--- config.mk ---
export PLATFORM = sky130hd
export DESIGN_NAME = srp_port
export DESIGN_NICKNAME = d
export VERILOG_FILES = /design/src/core/srp_pkg.sv /design/src/core/srp_port.sv
export SDC_FILE = /design/constraint.sdc
export NUM_CORES = 1
export LEC_CHECK = 0
export ABC_CLOCK_PERIOD_IN_PS = 4100
export BUFFER_PORTS_ARGS = -buffer_cell sky130_fd_sc_hd__buf_2
export CAP_MARGIN = 20
export CORE_UTILIZATION = 60
export CTS_CLUSTER_DIAMETER = 150
export DETAILED_ROUTE_END_ITERATION = 6
export PLACE_DENSITY = 0.77
export SYNTH_ARGS = -nofsm -noshare
export SYNTH_HDL_FRONTEND = slang
export SYNTH_SLANG_ARGS = --single-unit
--- constraint.sdc ---
create_clock -name mclk_in -period 4.1 [get_ports mclk_in]
set_input_delay 0.82 -clock mclk_in [delete_from_list [all_inputs] [get_ports mclk_in]]
set_output_delay 0.82 -clock mclk_in [all_outputs]
set_load 0.005 [all_outputs]
--- src/core/srp_pkg.sv ---
// Constants, register map and field layout of the serial register access port
package srp_pkg;

  // ----------------------------------------------------------------
  // Frame layout
  // ----------------------------------------------------------------
  localparam int unsigned SRP_ADDR_W    = 6;
  localparam int unsigned SRP_DATA_W    = 16;
  localparam int unsigned SRP_HDR_BITS  = 8;
  localparam int unsigned SRP_CNT_W     = 5;
  localparam logic [4:0]  SRP_ADDR_LAST = 5'h06;  // Count at the last address bit
  localparam logic [4:0]  SRP_HDR_LAST  = 5'h07;  // Count at the header parity bit
  localparam logic [4:0]  SRP_WORD_LAST = 5'h0F;  // Count at the last data bit
  localparam logic        SRP_RW_WRITE  = 1'b0;
  localparam logic        SRP_RW_READ   = 1'b1;

  // ----------------------------------------------------------------
  // Register offsets
  // ----------------------------------------------------------------
  localparam logic [5:0] SRP_OFF_DEVICE_STATUS     = 6'h00;
  localparam logic [5:0] SRP_OFF_DEVICE_RAW_STATUS = 6'h02;
  localparam logic [5:0] SRP_OFF_THERMAL_STATUS    = 6'h04;
  localparam logic [5:0] SRP_OFF_SUPPLY_STATUS     = 6'h05;
  localparam logic [5:0] SRP_OFF_DRIVER_STATUS     = 6'h06;
  localparam logic [5:0] SRP_OFF_INTERFACE_STATUS  = 6'h07;
  localparam logic [5:0] SRP_OFF_FAULT_RESP_MODE   = 6'h10;
  localparam logic [5:0] SRP_OFF_SYS_FAULT_CTRL    = 6'h12;
  localparam logic [5:0] SRP_OFF_DRV_FAULT_CTRL    = 6'h13;
  localparam logic [5:0] SRP_OFF_FAULT_TIMING_CTRL = 6'h16;
  localparam logic [5:0] SRP_OFF_FAULT_CLEAR_CMD   = 6'h17;
  localparam logic [5:0] SRP_OFF_SUPPLY_WARN_THR   = 6'h18;
  localparam logic [5:0] SRP_OFF_PULSE_WIDTH_CTRL  = 6'h20;
  localparam logic [5:0] SRP_OFF_PREDRIVER_CTRL    = 6'h22;
  localparam logic [5:0] SRP_OFF_CURRENT_SENSE_CTRL = 6'h23;
  localparam logic [5:0] SRP_OFF_SYSTEM_CONTROL    = 6'h3F;

  // Stored read/write registers (the clear command is not stored)
  localparam int unsigned SRP_NUM_RW = 9;
  localparam logic [5:0] SRP_RW_OFFS [0:SRP_NUM_RW-1] = '{
    SRP_OFF_FAULT_RESP_MODE, SRP_OFF_SYS_FAULT_CTRL, SRP_OFF_DRV_FAULT_CTRL,
    SRP_OFF_FAULT_TIMING_CTRL, SRP_OFF_SUPPLY_WARN_THR, SRP_OFF_PULSE_WIDTH_CTRL,
    SRP_OFF_PREDRIVER_CTRL, SRP_OFF_CURRENT_SENSE_CTRL, SRP_OFF_SYSTEM_CONTROL};
  localparam logic [15:0] SRP_RW_RESET = 16'h0000;

  // ----------------------------------------------------------------
  // Field positions and reset values
  // ----------------------------------------------------------------
  localparam logic [15:0] SRP_DEV_STATUS_RESET = 16'h0280;
  localparam int unsigned SRP_DS_PARITY     = 15;
  localparam int unsigned SRP_DS_NOT_READY  = 9;
  localparam int unsigned SRP_DS_OTP_LOAD   = 8;
  localparam int unsigned SRP_DS_POWER_ON   = 7;
  localparam int unsigned SRP_DS_SERIAL     = 6;
  localparam int unsigned SRP_DS_OVERCUR    = 5;
  localparam int unsigned SRP_DS_UV_WARN    = 4;
  localparam int unsigned SRP_DS_OVERVOLT   = 3;
  localparam int unsigned SRP_DS_UNDERVOLT  = 2;
  localparam int unsigned SRP_DS_OVERTEMP   = 1;
  localparam int unsigned SRP_DS_FAULT      = 0;
  localparam int unsigned SRP_IS_PARITY_ERR = 0;
  localparam int unsigned SRP_IS_FRAME_ERR  = 1;
  localparam int unsigned SRP_SC_PARITY_EN  = 0;
  localparam int unsigned SRP_FM_SERIAL_MODE = 0;
  localparam int unsigned SRP_FC_CLEAR      = 0;

endpackage : srp_pkg

--- src/core/srp_port.sv ---
// Serial register access port with status and fault flags
`timescale 1ns/1ns

module srp_port (
  input  wire logic mclk_in,            // System clock, 25 MHz
  input  wire logic rst_in,             // Synchronous reset, active high
  input  wire logic sclk_in,            // Serial clock from controller
  input  wire logic cs_in_n,            // Frame select, active low
  input  wire logic sdi_in,             // Serial data in
  output logic      sdo_out,            // Serial data out
  output logic      sdo_oe_out,         // Serial data out enable
  input  wire logic sleep_in_n,         // Sleep pin, low-high pulse clears flags
  input  wire logic not_ready_in,       // Device not ready level
  input  wire logic otp_load_fault_in,  // OTP load fault event
  input  wire logic overcurrent_in,     // Overcurrent event
  input  wire logic undervoltage_warn_in, // Supply undervoltage warning event
  input  wire logic overvoltage_in,     // Overvoltage event
  input  wire logic undervoltage_in,    // Undervoltage event
  input  wire logic overtemp_in,        // Overtemperature event
  output logic      parity_check_enable_out, // Parity checking enabled
  output logic      fault_out_n         // Fault indication, active low
);
  import srp_pkg::*;

  // ----------------------------------------------------------------
  // Serial edge detection
  // ----------------------------------------------------------------
  logic sclk_prev_reg;
  logic cs_prev_reg;
  logic sel;
  logic rise;
  logic fall;
  logic frame_start;
  logic frame_stop;

  always_ff @(posedge mclk_in) begin
    if (rst_in) begin
      sclk_prev_reg <= 1'b0;
      cs_prev_reg   <= 1'b1;
    end else begin
      sclk_prev_reg <= sclk_in;
      cs_prev_reg   <= cs_in_n;
    end
  end

  assign sel         = ~cs_in_n;
  assign rise        = sel & sclk_in & ~sclk_prev_reg;
  assign fall        = sel & ~sclk_in & sclk_prev_reg;
  assign frame_start = ~cs_in_n & cs_prev_reg;
  assign frame_stop  = cs_in_n & ~cs_prev_reg;

  // ----------------------------------------------------------------
  // Receive shifter and bit counters
  // ----------------------------------------------------------------
  logic [SRP_DATA_W-1:0] rx_reg;
  logic [SRP_DATA_W-1:0] rx_next;
  logic [SRP_CNT_W-1:0]  cnt_reg;
  logic                  hdr_done_reg;
  logic                  word_seen_reg;
  logic                  is_read_reg;
  logic                  addr_rdy;
  logic                  hdr_end;
  logic                  word_end;
  logic                  hdr_ok;
  logic                  word_ok;
  logic                  incomplete;

  assign rx_next  = {rx_reg[SRP_DATA_W-2:0], sdi_in};
  assign addr_rdy = rise & ~hdr_done_reg & (cnt_reg == SRP_ADDR_LAST);
  assign hdr_end  = rise & ~hdr_done_reg & (cnt_reg == SRP_HDR_LAST);
  assign word_end = rise & hdr_done_reg & (cnt_reg == SRP_WORD_LAST);
  assign hdr_ok   = ~^rx_next[SRP_HDR_BITS-1:0];
  assign word_ok  = ~^rx_next;
  assign incomplete = (cnt_reg != '0) | (hdr_done_reg & ~word_seen_reg);

  always_ff @(posedge mclk_in) begin
    if (rst_in || frame_start) begin
      rx_reg        <= '0;
      cnt_reg       <= '0;
      hdr_done_reg  <= 1'b0;
      word_seen_reg <= 1'b0;
    end else if (rise) begin
      rx_reg <= rx_next;
      if (hdr_end || word_end) begin
        cnt_reg      <= '0;
        hdr_done_reg <= 1'b1;
      end else begin
        cnt_reg <= cnt_reg + 5'h01;
      end
      if (word_end) begin
        word_seen_reg <= 1'b1;
      end
    end
  end

  always_ff @(posedge mclk_in) begin
    if (rst_in) begin
      is_read_reg <= 1'b0;
    end else if (addr_rdy) begin
      is_read_reg <= (rx_next[SRP_ADDR_W] == SRP_RW_READ);
    end
  end

  // ----------------------------------------------------------------
  // Register storage and read mux
  // ----------------------------------------------------------------
  logic [SRP_DATA_W-1:0] rw_mem [0:SRP_NUM_RW-1];
  logic [SRP_DATA_W-1:0] dev_status;
  logic [SRP_DATA_W-1:0] intf_status;
  logic [SRP_DATA_W-1:0] system_control;
  logic [SRP_DATA_W-1:0] fault_mode;
  logic [SRP_ADDR_W-1:0] rd_ptr_reg;
  logic [SRP_ADDR_W-1:0] wr_ptr_reg;
  logic                  blocked_reg;
  logic                  pen;
  logic                  serial_fault_report_mode;
  logic                  wr_en;
  logic [SRP_DATA_W-1:0] rd_raw;
  logic [SRP_DATA_W-1:0] rd_word;

  assign pen  = system_control[SRP_SC_PARITY_EN];
  assign serial_fault_report_mode = fault_mode[SRP_FM_SERIAL_MODE];
  // Dummy words of a read are checked too, but never written
  assign wr_en = word_end & ~is_read_reg & ~blocked_reg & (word_ok | ~pen);

  genvar gi;
  generate
    for (gi = 0; gi < SRP_NUM_RW; gi++) begin : g_rw
      always_ff @(posedge mclk_in) begin
        if (rst_in) begin
          rw_mem[gi] <= SRP_RW_RESET;
        end else if (wr_en && wr_ptr_reg == SRP_RW_OFFS[gi]) begin
          rw_mem[gi] <= rx_next;
        end
      end
    end
  endgenerate

  always_comb begin
    system_control   = '0;
    fault_mode = '0;
    for (int i = 0; i < SRP_NUM_RW; i++) begin
      if (SRP_RW_OFFS[i] == SRP_OFF_SYSTEM_CONTROL) begin
        system_control = rw_mem[i];
      end
      if (SRP_RW_OFFS[i] == SRP_OFF_FAULT_RESP_MODE) begin
        fault_mode = rw_mem[i];
      end
    end
  end

  always_comb begin
    rd_raw = '0;
    if (rd_ptr_reg == SRP_OFF_DEVICE_STATUS) begin
      rd_raw = dev_status;
    end else if (rd_ptr_reg == SRP_OFF_INTERFACE_STATUS) begin
      rd_raw = intf_status;
    end else begin
      for (int i = 0; i < SRP_NUM_RW; i++) begin
        if (rd_ptr_reg == SRP_RW_OFFS[i]) begin
          rd_raw = rw_mem[i];
        end
      end
    end
    rd_word = rd_raw;
    if (pen) begin
      rd_word[SRP_DATA_W-1] = ^rd_raw[SRP_DATA_W-2:0];
    end
  end

  // ----------------------------------------------------------------
  // Address pointers
  // ----------------------------------------------------------------
  always_ff @(posedge mclk_in) begin
    if (rst_in) begin
      rd_ptr_reg <= '0;
    end else if (addr_rdy && rx_next[SRP_ADDR_W] == SRP_RW_READ) begin
      rd_ptr_reg <= rx_next[SRP_ADDR_W-1:0];
    end else if (word_end) begin
      rd_ptr_reg <= rd_ptr_reg + 6'h01;
    end
  end

  always_ff @(posedge mclk_in) begin
    if (rst_in) begin
      wr_ptr_reg <= '0;
    end else if (hdr_end && !is_read_reg && (hdr_ok || !pen)) begin
      wr_ptr_reg <= rx_next[SRP_HDR_BITS-2:1];
    end else if (word_end && !blocked_reg && (word_ok || !pen)) begin
      wr_ptr_reg <= wr_ptr_reg + 6'h01;
    end
  end

  // One parity error blocks the writes of the rest of the frame
  always_ff @(posedge mclk_in) begin
    if (rst_in || frame_start) begin
      blocked_reg <= 1'b0;
    end else if (pen && ((hdr_end && !hdr_ok) || (word_end && !word_ok))) begin
      blocked_reg <= 1'b1;
    end
  end

  // ----------------------------------------------------------------
  // Transmit shifter
  // ----------------------------------------------------------------
  logic [SRP_DATA_W-1:0] tx_reg;
  logic                  reload_reg;

  always_ff @(posedge mclk_in) begin
    if (rst_in) begin
      tx_reg     <= '0;
      reload_reg <= 1'b0;
      sdo_oe_out <= 1'b0;
    end else begin
      sdo_oe_out <= sel;
      if (frame_start) begin
        tx_reg     <= {dev_status[SRP_HDR_BITS-1:0], 8'h00};
        reload_reg <= 1'b0;
      end else if (hdr_end || word_end) begin
        reload_reg <= 1'b1;
      end else if (fall) begin
        reload_reg <= 1'b0;
        if (reload_reg) begin
          tx_reg <= rd_word;
        end else begin
          tx_reg <= {tx_reg[SRP_DATA_W-2:0], 1'b0};
        end
      end
    end
  end

  assign sdo_out = tx_reg[SRP_DATA_W-1];

  // ----------------------------------------------------------------
  // Latched fault flags
  // ----------------------------------------------------------------
  logic sleep_prev_reg;
  logic sleep_pulse;
  logic clr;
  logic par_evt;
  logic frm_evt;
  logic [7:0] evt;
  logic [7:0] flags_reg;    // 7=summary fault, 6..0 as packed in evt
  logic par_err_reg;
  logic frame_error_flag_reg;
  logic not_ready_reg;
  logic any_evt;

  assign sleep_pulse = sleep_in_n & ~sleep_prev_reg;
  assign clr = sleep_pulse | (wr_en && wr_ptr_reg == SRP_OFF_FAULT_CLEAR_CMD
                              && rx_next[SRP_FC_CLEAR]);
  assign par_evt = ~serial_fault_report_mode & pen &
                   ((hdr_end & ~hdr_ok) | (word_end & ~word_ok));
  assign frm_evt = ~serial_fault_report_mode & frame_stop & incomplete;
  // Packed as: otp, serial, overcurrent, uv warn, overvolt, undervolt, overtemp
  assign evt = {1'b0, otp_load_fault_in, par_evt | frm_evt, overcurrent_in,
                undervoltage_warn_in, overvoltage_in, undervoltage_in, overtemp_in};
  assign any_evt = |evt;

  always_ff @(posedge mclk_in) begin
    if (rst_in) begin
      sleep_prev_reg <= 1'b1;
      not_ready_reg  <= 1'b1;
    end else begin
      sleep_prev_reg <= sleep_in_n;
      not_ready_reg  <= not_ready_in;
    end
  end

  // Set wins over clear so an event in the clear cycle survives
  always_ff @(posedge mclk_in) begin
    if (rst_in) begin
      flags_reg   <= 8'h00;
      par_err_reg <= 1'b0;
      frame_error_flag_reg <= 1'b0;
    end else begin
      flags_reg   <= (clr ? 8'h00 : flags_reg) | evt | {any_evt, 7'h00};
      par_err_reg <= (par_err_reg & ~clr) | par_evt;
      frame_error_flag_reg <= (frame_error_flag_reg & ~clr) | frm_evt;
    end
  end

  logic power_on_reg;
  always_ff @(posedge mclk_in) begin
    if (rst_in) begin
      power_on_reg <= 1'b1;
    end else if (clr) begin
      power_on_reg <= 1'b0;
    end
  end

  always_comb begin
    dev_status = '0;
    dev_status[SRP_DS_NOT_READY] = not_ready_reg;
    dev_status[SRP_DS_OTP_LOAD]  = flags_reg[6];
    dev_status[SRP_DS_POWER_ON]  = power_on_reg;
    dev_status[SRP_DS_SERIAL]    = flags_reg[5];
    dev_status[SRP_DS_OVERCUR]   = flags_reg[4];
    dev_status[SRP_DS_UV_WARN]   = flags_reg[3];
    dev_status[SRP_DS_OVERVOLT]  = flags_reg[2];
    dev_status[SRP_DS_UNDERVOLT] = flags_reg[1];
    dev_status[SRP_DS_OVERTEMP]  = flags_reg[0];
    dev_status[SRP_DS_FAULT]     = flags_reg[7] | (|flags_reg[6:0]);
    intf_status = '0;
    intf_status[SRP_IS_PARITY_ERR] = par_err_reg;
    intf_status[SRP_IS_FRAME_ERR]  = frame_error_flag_reg;
  end

  // ----------------------------------------------------------------
  // Registered outputs
  // ----------------------------------------------------------------
  always_ff @(posedge mclk_in) begin
    if (rst_in) begin
      fault_out_n             <= 1'b1;
      parity_check_enable_out <= 1'b0;
    end else begin
      fault_out_n             <= ~(|flags_reg);
      parity_check_enable_out <= pen;
    end
  end

endmodule : srp_port

Word-level counts from Yosys, hierarchy flattened
Memory sizes are Yosys's and may differ from the RTL's.
Index checks and enable logic that the tools add are counted.
- bits in registers: 71
- memory bits (writable): 144
- memories: 1
- memory list (memory ; words ; bits a word ; rd ports ; clocked after memory_dff ; wr ports ; RTL line ; text):
    rw_mem ; 9 ; 16 ; 9 ; 0 ; 9 ; srp_port.sv:107 ; logic [SRP_DATA_W-1:0] rw_mem [0:SRP_NUM_RW-1];
- mux-type cells: 62
- reduce and logical (&&, ||, !) cells: 46
- bitwise logic cells: 59
- add/subtract/negate cells: 3
- eq/ne operators: 24
- operators by type and width (kind ; count):
    two-way mux 16 bit ; 24
    equality test 6 x 5 -> 1 bit (second input constant) ; 11
    equality test 6 bit (second input constant) ; 8
    two-way mux 1 bit ; 32
    bitwise AND 1 bit ; 24
    two-way mux 6 bit ; 4
    logical AND 1 bit ; 19
    OR 1 bit ; 17
    NOT 1 bit ; 16
    XNOR reduction 16 bit ; 1
    parity 15 bit ; 1
    OR reduction 7 bit ; 2
    adder 6 x 1 -> 6 bit (second input constant) ; 2
    equality test 5 x 3 -> 1 bit (second input constant) ; 2
    two-way mux 8 bit ; 1
    OR 8 x 7 -> 8 bit ; 1
    OR 8 bit ; 1
    AND reduction 2 bit ; 4
    nonzero test 2 bit ; 4
    OR reduction 8 bit ; 1
    XNOR reduction 8 bit ; 1
    equality test 6 x 3 -> 1 bit (second input constant) ; 1
    logical NOT 6 bit ; 1
    adder 5 x 1 -> 5 bit (second input constant) ; 1
    7 further kinds ; 15

Logic depth before layout (Yosys ltp)
- depth after elaboration: 18
- gate-level depth with buffers: 17
- mapped depth without buffers: 12

Worst setup path before layout
Ideal clock, no wire load.
- kind: input to register
- start point: input port cs_in_n
- end point: memory rw_mem[5][0], enable pin
- slack: 0.481 ns
- path buffers: 2
- cell stages on the path: 9
- setup time: 0.392 ns
- arrival: 3.227 ns
- required time: 3.708 ns
- cells stage by stage: nor3b_1 > and3_1 > clkbuf_1 > o211ai_1 > nor2_1 > nand2_1 > or2_1 > buf_2 > o21bai_1
- RTL lines (item ; RTL line ; text):
    start: declaration ; srp_port.sv:8 ; input wire logic cs_in_n,
    end: declaration ; srp_port.sv:107 ;

Worst setup path in the final report
- start point: register rd_ptr_reg[2]
- end point: register tx_reg[15]
- cells in the longest elaborated chain, start to end: 18
- elaborated cells on any way between the ends: 28
- those cells by class: 10 x eq/ne; 16 x mux; 2 x reduce/logical
- RTL lines (item ; RTL line ; text):
    start: declaration ; srp_port.sv:112 ; logic [SRP_ADDR_W-1:0] rd_ptr_reg;
    start signal: assignment ; srp_port.sv:178 ; rd_ptr_reg <= rx_next[SRP_ADDR_W-1:0];
    start signal: assignment ; srp_port.sv:180 ; rd_ptr_reg <= rd_ptr_reg + 6'h01;
    equality test 6 x 5 -> 1 bit ; srp_port.sv:160 ; if (rd_ptr_reg == SRP_RW_OFFS[i]) begin
    two-way mux 16 bit (9 in a row) ; srp_port.sv:160 ;
    two-way mux 16 bit ; srp_port.sv:156 ; end else if (rd_ptr_reg == SRP_OFF_INTERFACE_STATUS) begin
    two-way mux 16 bit (*) ; srp_port.sv:154 ; if (rd_ptr_reg == SRP_OFF_DEVICE_STATUS) begin
    parity 15 bit ; srp_port.sv:167 ; rd_word[SRP_DATA_W-1] = ^rd_raw[SRP_DATA_W-2:0];
    two-way mux 1 bit (*) ; srp_port.sv:166 ; if (pen) begin
    two-way mux 16 bit (*) ; srp_port.sv:223 ; if (reload_reg) begin
    two-way mux 16 bit (*) ; srp_port.sv:221 ; end else if (fall) begin
    two-way mux 16 bit (*) ; srp_port.sv:219 ; end else if (hdr_end || word_end) begin
    two-way mux 16 bit (*) ; srp_port.sv:216 ; if (frame_start) begin
    end signal: assignment ; srp_port.sv:217 ; tx_reg <= {dev_status[SRP_HDR_BITS-1:0], 8'h00};
    end signal: assignment ; srp_port.sv:224 ; tx_reg <= rd_word;
    end signal: assignment ; srp_port.sv:226 ; tx_reg <= {tx_reg[SRP_DATA_W-2:0], 1'b0};
    end: declaration ; srp_port.sv:206 ; logic [SRP_DATA_W-1:0] tx_reg;
Every way passes the cells marked *; elsewhere a longest branch is shown, timed or not. The select of a mux whose other input is x is not followed.
A chain may end at the register's enable or synchronous reset.

==> metrics.md <==
| Metric | Value |
|---|---|
| Total GRT Usage | `32.5%` |
| FILL cells | `1314` |
| Ports | `17` |
| Starting density of the core | `61.1%` |
| Post-synth ARST share | `0%` |
| Overflow after GRT | `0` |
| Die area | `18100 µm²` |
| Inserted Diodes | `0` |
| Netlist Area Pre-Place | `10500 µm²` |
| Mapped Avg Cell Area | `10.2 µm²` |
| Chip width | `135 µm` |
| Share of the synthesized area in the top cell type | `41.0%` |
| Max Cap Viol | `0` |
| Final Hold Vio Count | `0` |
| Share of layout cells above drive strength 1 | `12.7%` |
| DP Cell Count | `1241` |
| Register area | `5750 µm²` |
| CP peak stage delay | `0.76 ns` |
| Peak VDD IR | `0.349 mV` |
| Final period utilization | `93.8%` |
| First-pass GRT wire length | `43400 µm` |
| DRT Wirelength | `28700 µm` |
| Post-Syn Nets | `1052` |
| Number of setup violations in the final report | `0` |
| PostCTS Resize Cnt | `0` |
| Yosys cell types | `76` |
| Mapped Cells | `1029` |
| CTS tree | `done` |
| Setup crit start | `rd_ptr_reg[2]$_SDFFE_PP0P_` |
| Core area | `17200 µm²` |
| Largest register FFs | `144` |
| Main synth FF type | `edfxtp_1` |
| Pre-antenna DRT Iters | `5` |
| Tmin final | `3.84 ns` |
| Initial antenna violation count | `1` |
| Multi-input logic area | `4400 µm²` |
| Die span in y | `135 µm` |
| Worst Hold Class | `register to register` |
| CTS Buf Count | `23` |
| Crit path max-delay cell type | `a221oi_1` |
| WL per Instance | `22.4 µm` |
| Clock Skew | `0.0153 ns` |
| Post-DP HPWL | `19300 µm` |
| Final non-filler cell total | `1282` |
| Clock net sink count | `215` |
| Internal | `0.00361 W` |
| Worst path cell trace | `buf_4 > or3b_1 > nor2_1 > a221oi_1 > o221ai_1 > a22oi_1 > xnor2_1 > xnor2_1 > xnor3_1 > a211oi_1 > a211oi_1` |
| Drt via density | `6.26` |
| Clock power share | `43.4%` |
| IO buf count | `16` |
| EDFF count, synth | `144` |
| Worst setup SP type | `register` |
| Fmax | `260 MHz` |
| Antenna-violating nets left | `0` |
| CTS root buf | `clkbuf_16` |
| DR iter-0 viols | `943` |
| Nets@finish | `1064` |
| Setup bufs post-CTS | `0` |
| Setup slack, reg-to-reg | `0.26 ns` |
| Min-delay src | `tx_reg[0]$_SDFFE_PP0P_` |
| CP Buf/Inv Count | `1` |
| Synth area leader | `edfxtp_1` |
| NetSw | `0.000985 W` |
| Crit-path max FO | `12` |
| Worst Path Class, Setup | `register to register` |
| Top-count cell post-synth | `edfxtp_1` |
| Vias | `8031` |
| Clock-pin slew on the worst setup and hold paths | `0.06 ns` |
| Switch share | `21.4%` |
| Lkg Pwr | `4.05 nW` |
| H-tree levels | `1` |
| Combinational Power Share | `3.7%` |
| RD Place Congestion | `0.940` |
| Top post-synthesis cells by count | `144 x edfxtp_1, 130 x and2_1, 101 x nand2_1` |
| Slew @ Worst Pin | `0.915 ns` |
| Vias in the first global route | `7509` |
| Synth Register Bits | `215` |
| DRC Markers | `0` |
| Top cells by area, synth | `edfxtp_1 41%, dfxtp_1 13%, and2_1 7.7%, a21oi_1 3.9%, nand2_1 3.6%` |
| WP data required | `4.49 ns` |
| Register area share after synthesis | `54.5%` |
| Synth-to-layout area growth | `10.7%` |
| Unrepaired setup endpoints after global routing | `no` |
| Pwr/cell area | `394 nW/µm²` |
| Clk_lat worst skew | `0.52 ns` |
| Worst-case clock buffer depth | `3` |
| Slew Viols, Final | `0` |
| Synth Warn # | `0` |
| Relative slew slack | `38.8%` |
| Critical path arrival | `4.23 ns` |
| Cell class contributing the biggest share of worst-path delay | `compound AO/OA/AOI/OAI gates` |
| Total Neg Setup Slack | `0 ns` |
| Status | `completed` |
| Num rows | `48` |
| Post-CTS Hold Fix Bufs | `0` |
| CP Capture Type | `register` |
| Reg2Reg Launch Point | `rd_ptr_reg[2]$_SDFFE_PP0P_` |
| Sequential share of power | `52.8%` |
| Pin count of the biggest net entering global routing | `36` |
-- per-layer routing --
layer  global-route usage, %  share of wire (%)
met4                    14.0                4.1
met2                    50.5                 46
met5                       0                  0
met1                    44.2                 40
met3                    7.24                 10
-- area by class of cell --
type	count	share of cell area, %
flip-flops and latches	215	49.3
repair buffers	64	3.86
clock buffers	33	5.54
multi-input cells	717	37.7
well taps	225	2.41
clock inverters	8	0.590
inverters	20	0.644
-- power by group through the flow --
stage	Combinational (W)	Clock [W]	Sequential, W
6_report	0.000172	0.00200	0.00243
5_1_grt	0.000186	0.00208	0.00244
4_1_cts	0.000172	0.00200	0.00243
3_5_place_dp	0.000171	0	0.00247
3_3_place_gp	0.000167	0	0.00247
2_1_floorplan	0.000118	0	0.00246
-- layout by cell type, fill, tap and decap left out, types with 16 or more instances in the layout --
cell	count
and2_1	130
buf_2	17
a211oi_1	23
clkbuf_16	23
dfxtp_1	71
a21oi_1	82
xnor2_1	25
nor2_1	81
inv_1	17
edfxtp_1	144
buf_4	46
nand2_1	101
o21ai_0	16
nor3_1	19
nand3_1	19
-- stage by stage --
stage / hold slack, ns / total power [W] / area, µm² / utilization [%] / setup WS, ns
detailed placement: 0.449 / 0.00264 / 10900 / 63.5 / 0.319
finish: 0.454 / 0.00460 / 11700 / 67.7 / 0.256
global route: 0.481 / 0.00470 / 11700 / 67.7 / 0.0376
CTS: 0.456 / 0.00460 / 11700 / 67.7 / 0.334
global placement: 0.439 / 0.00264 / 10900 / 63.4 / 0.203
floorplan: 0.432 / 0.00258 / 10500 / - / 0.481
-- final timing paths --
kind,depth (start not counted),end
hold / removal,2,tx_reg[0]$_SDFFE_PP0P_
hold reg to reg,2,tx_reg[0]$_SDFFE_PP0P_
setup reg to reg,11,tx_reg[15]$_SDFFE_PP0P_
setup / recovery,11,tx_reg[15]$_SDFFE_PP0P_
-- worst min-delay path, stage by stage (launching register included) --
cell     delay, ns
dfxtp_1       0.31
nand2_1       0.05
a21oi_1       0.05
-- cells by family (layout without fill, tap and decap cells) --
family	Yosys count	in the layout	share of synthesized area [%]
AOI/OAI and AO/OA	226	226	14.1
xor gates and xnor gates	36	36	3.38
adders and majority gates	10	10	1.19
buffers and inverters	97	125	3.92
DFF	215	215	54.5
muxes	10	10	1.01
and+or+nand+nor	435	435	21.9
Power figures use the tool's default switching activity.
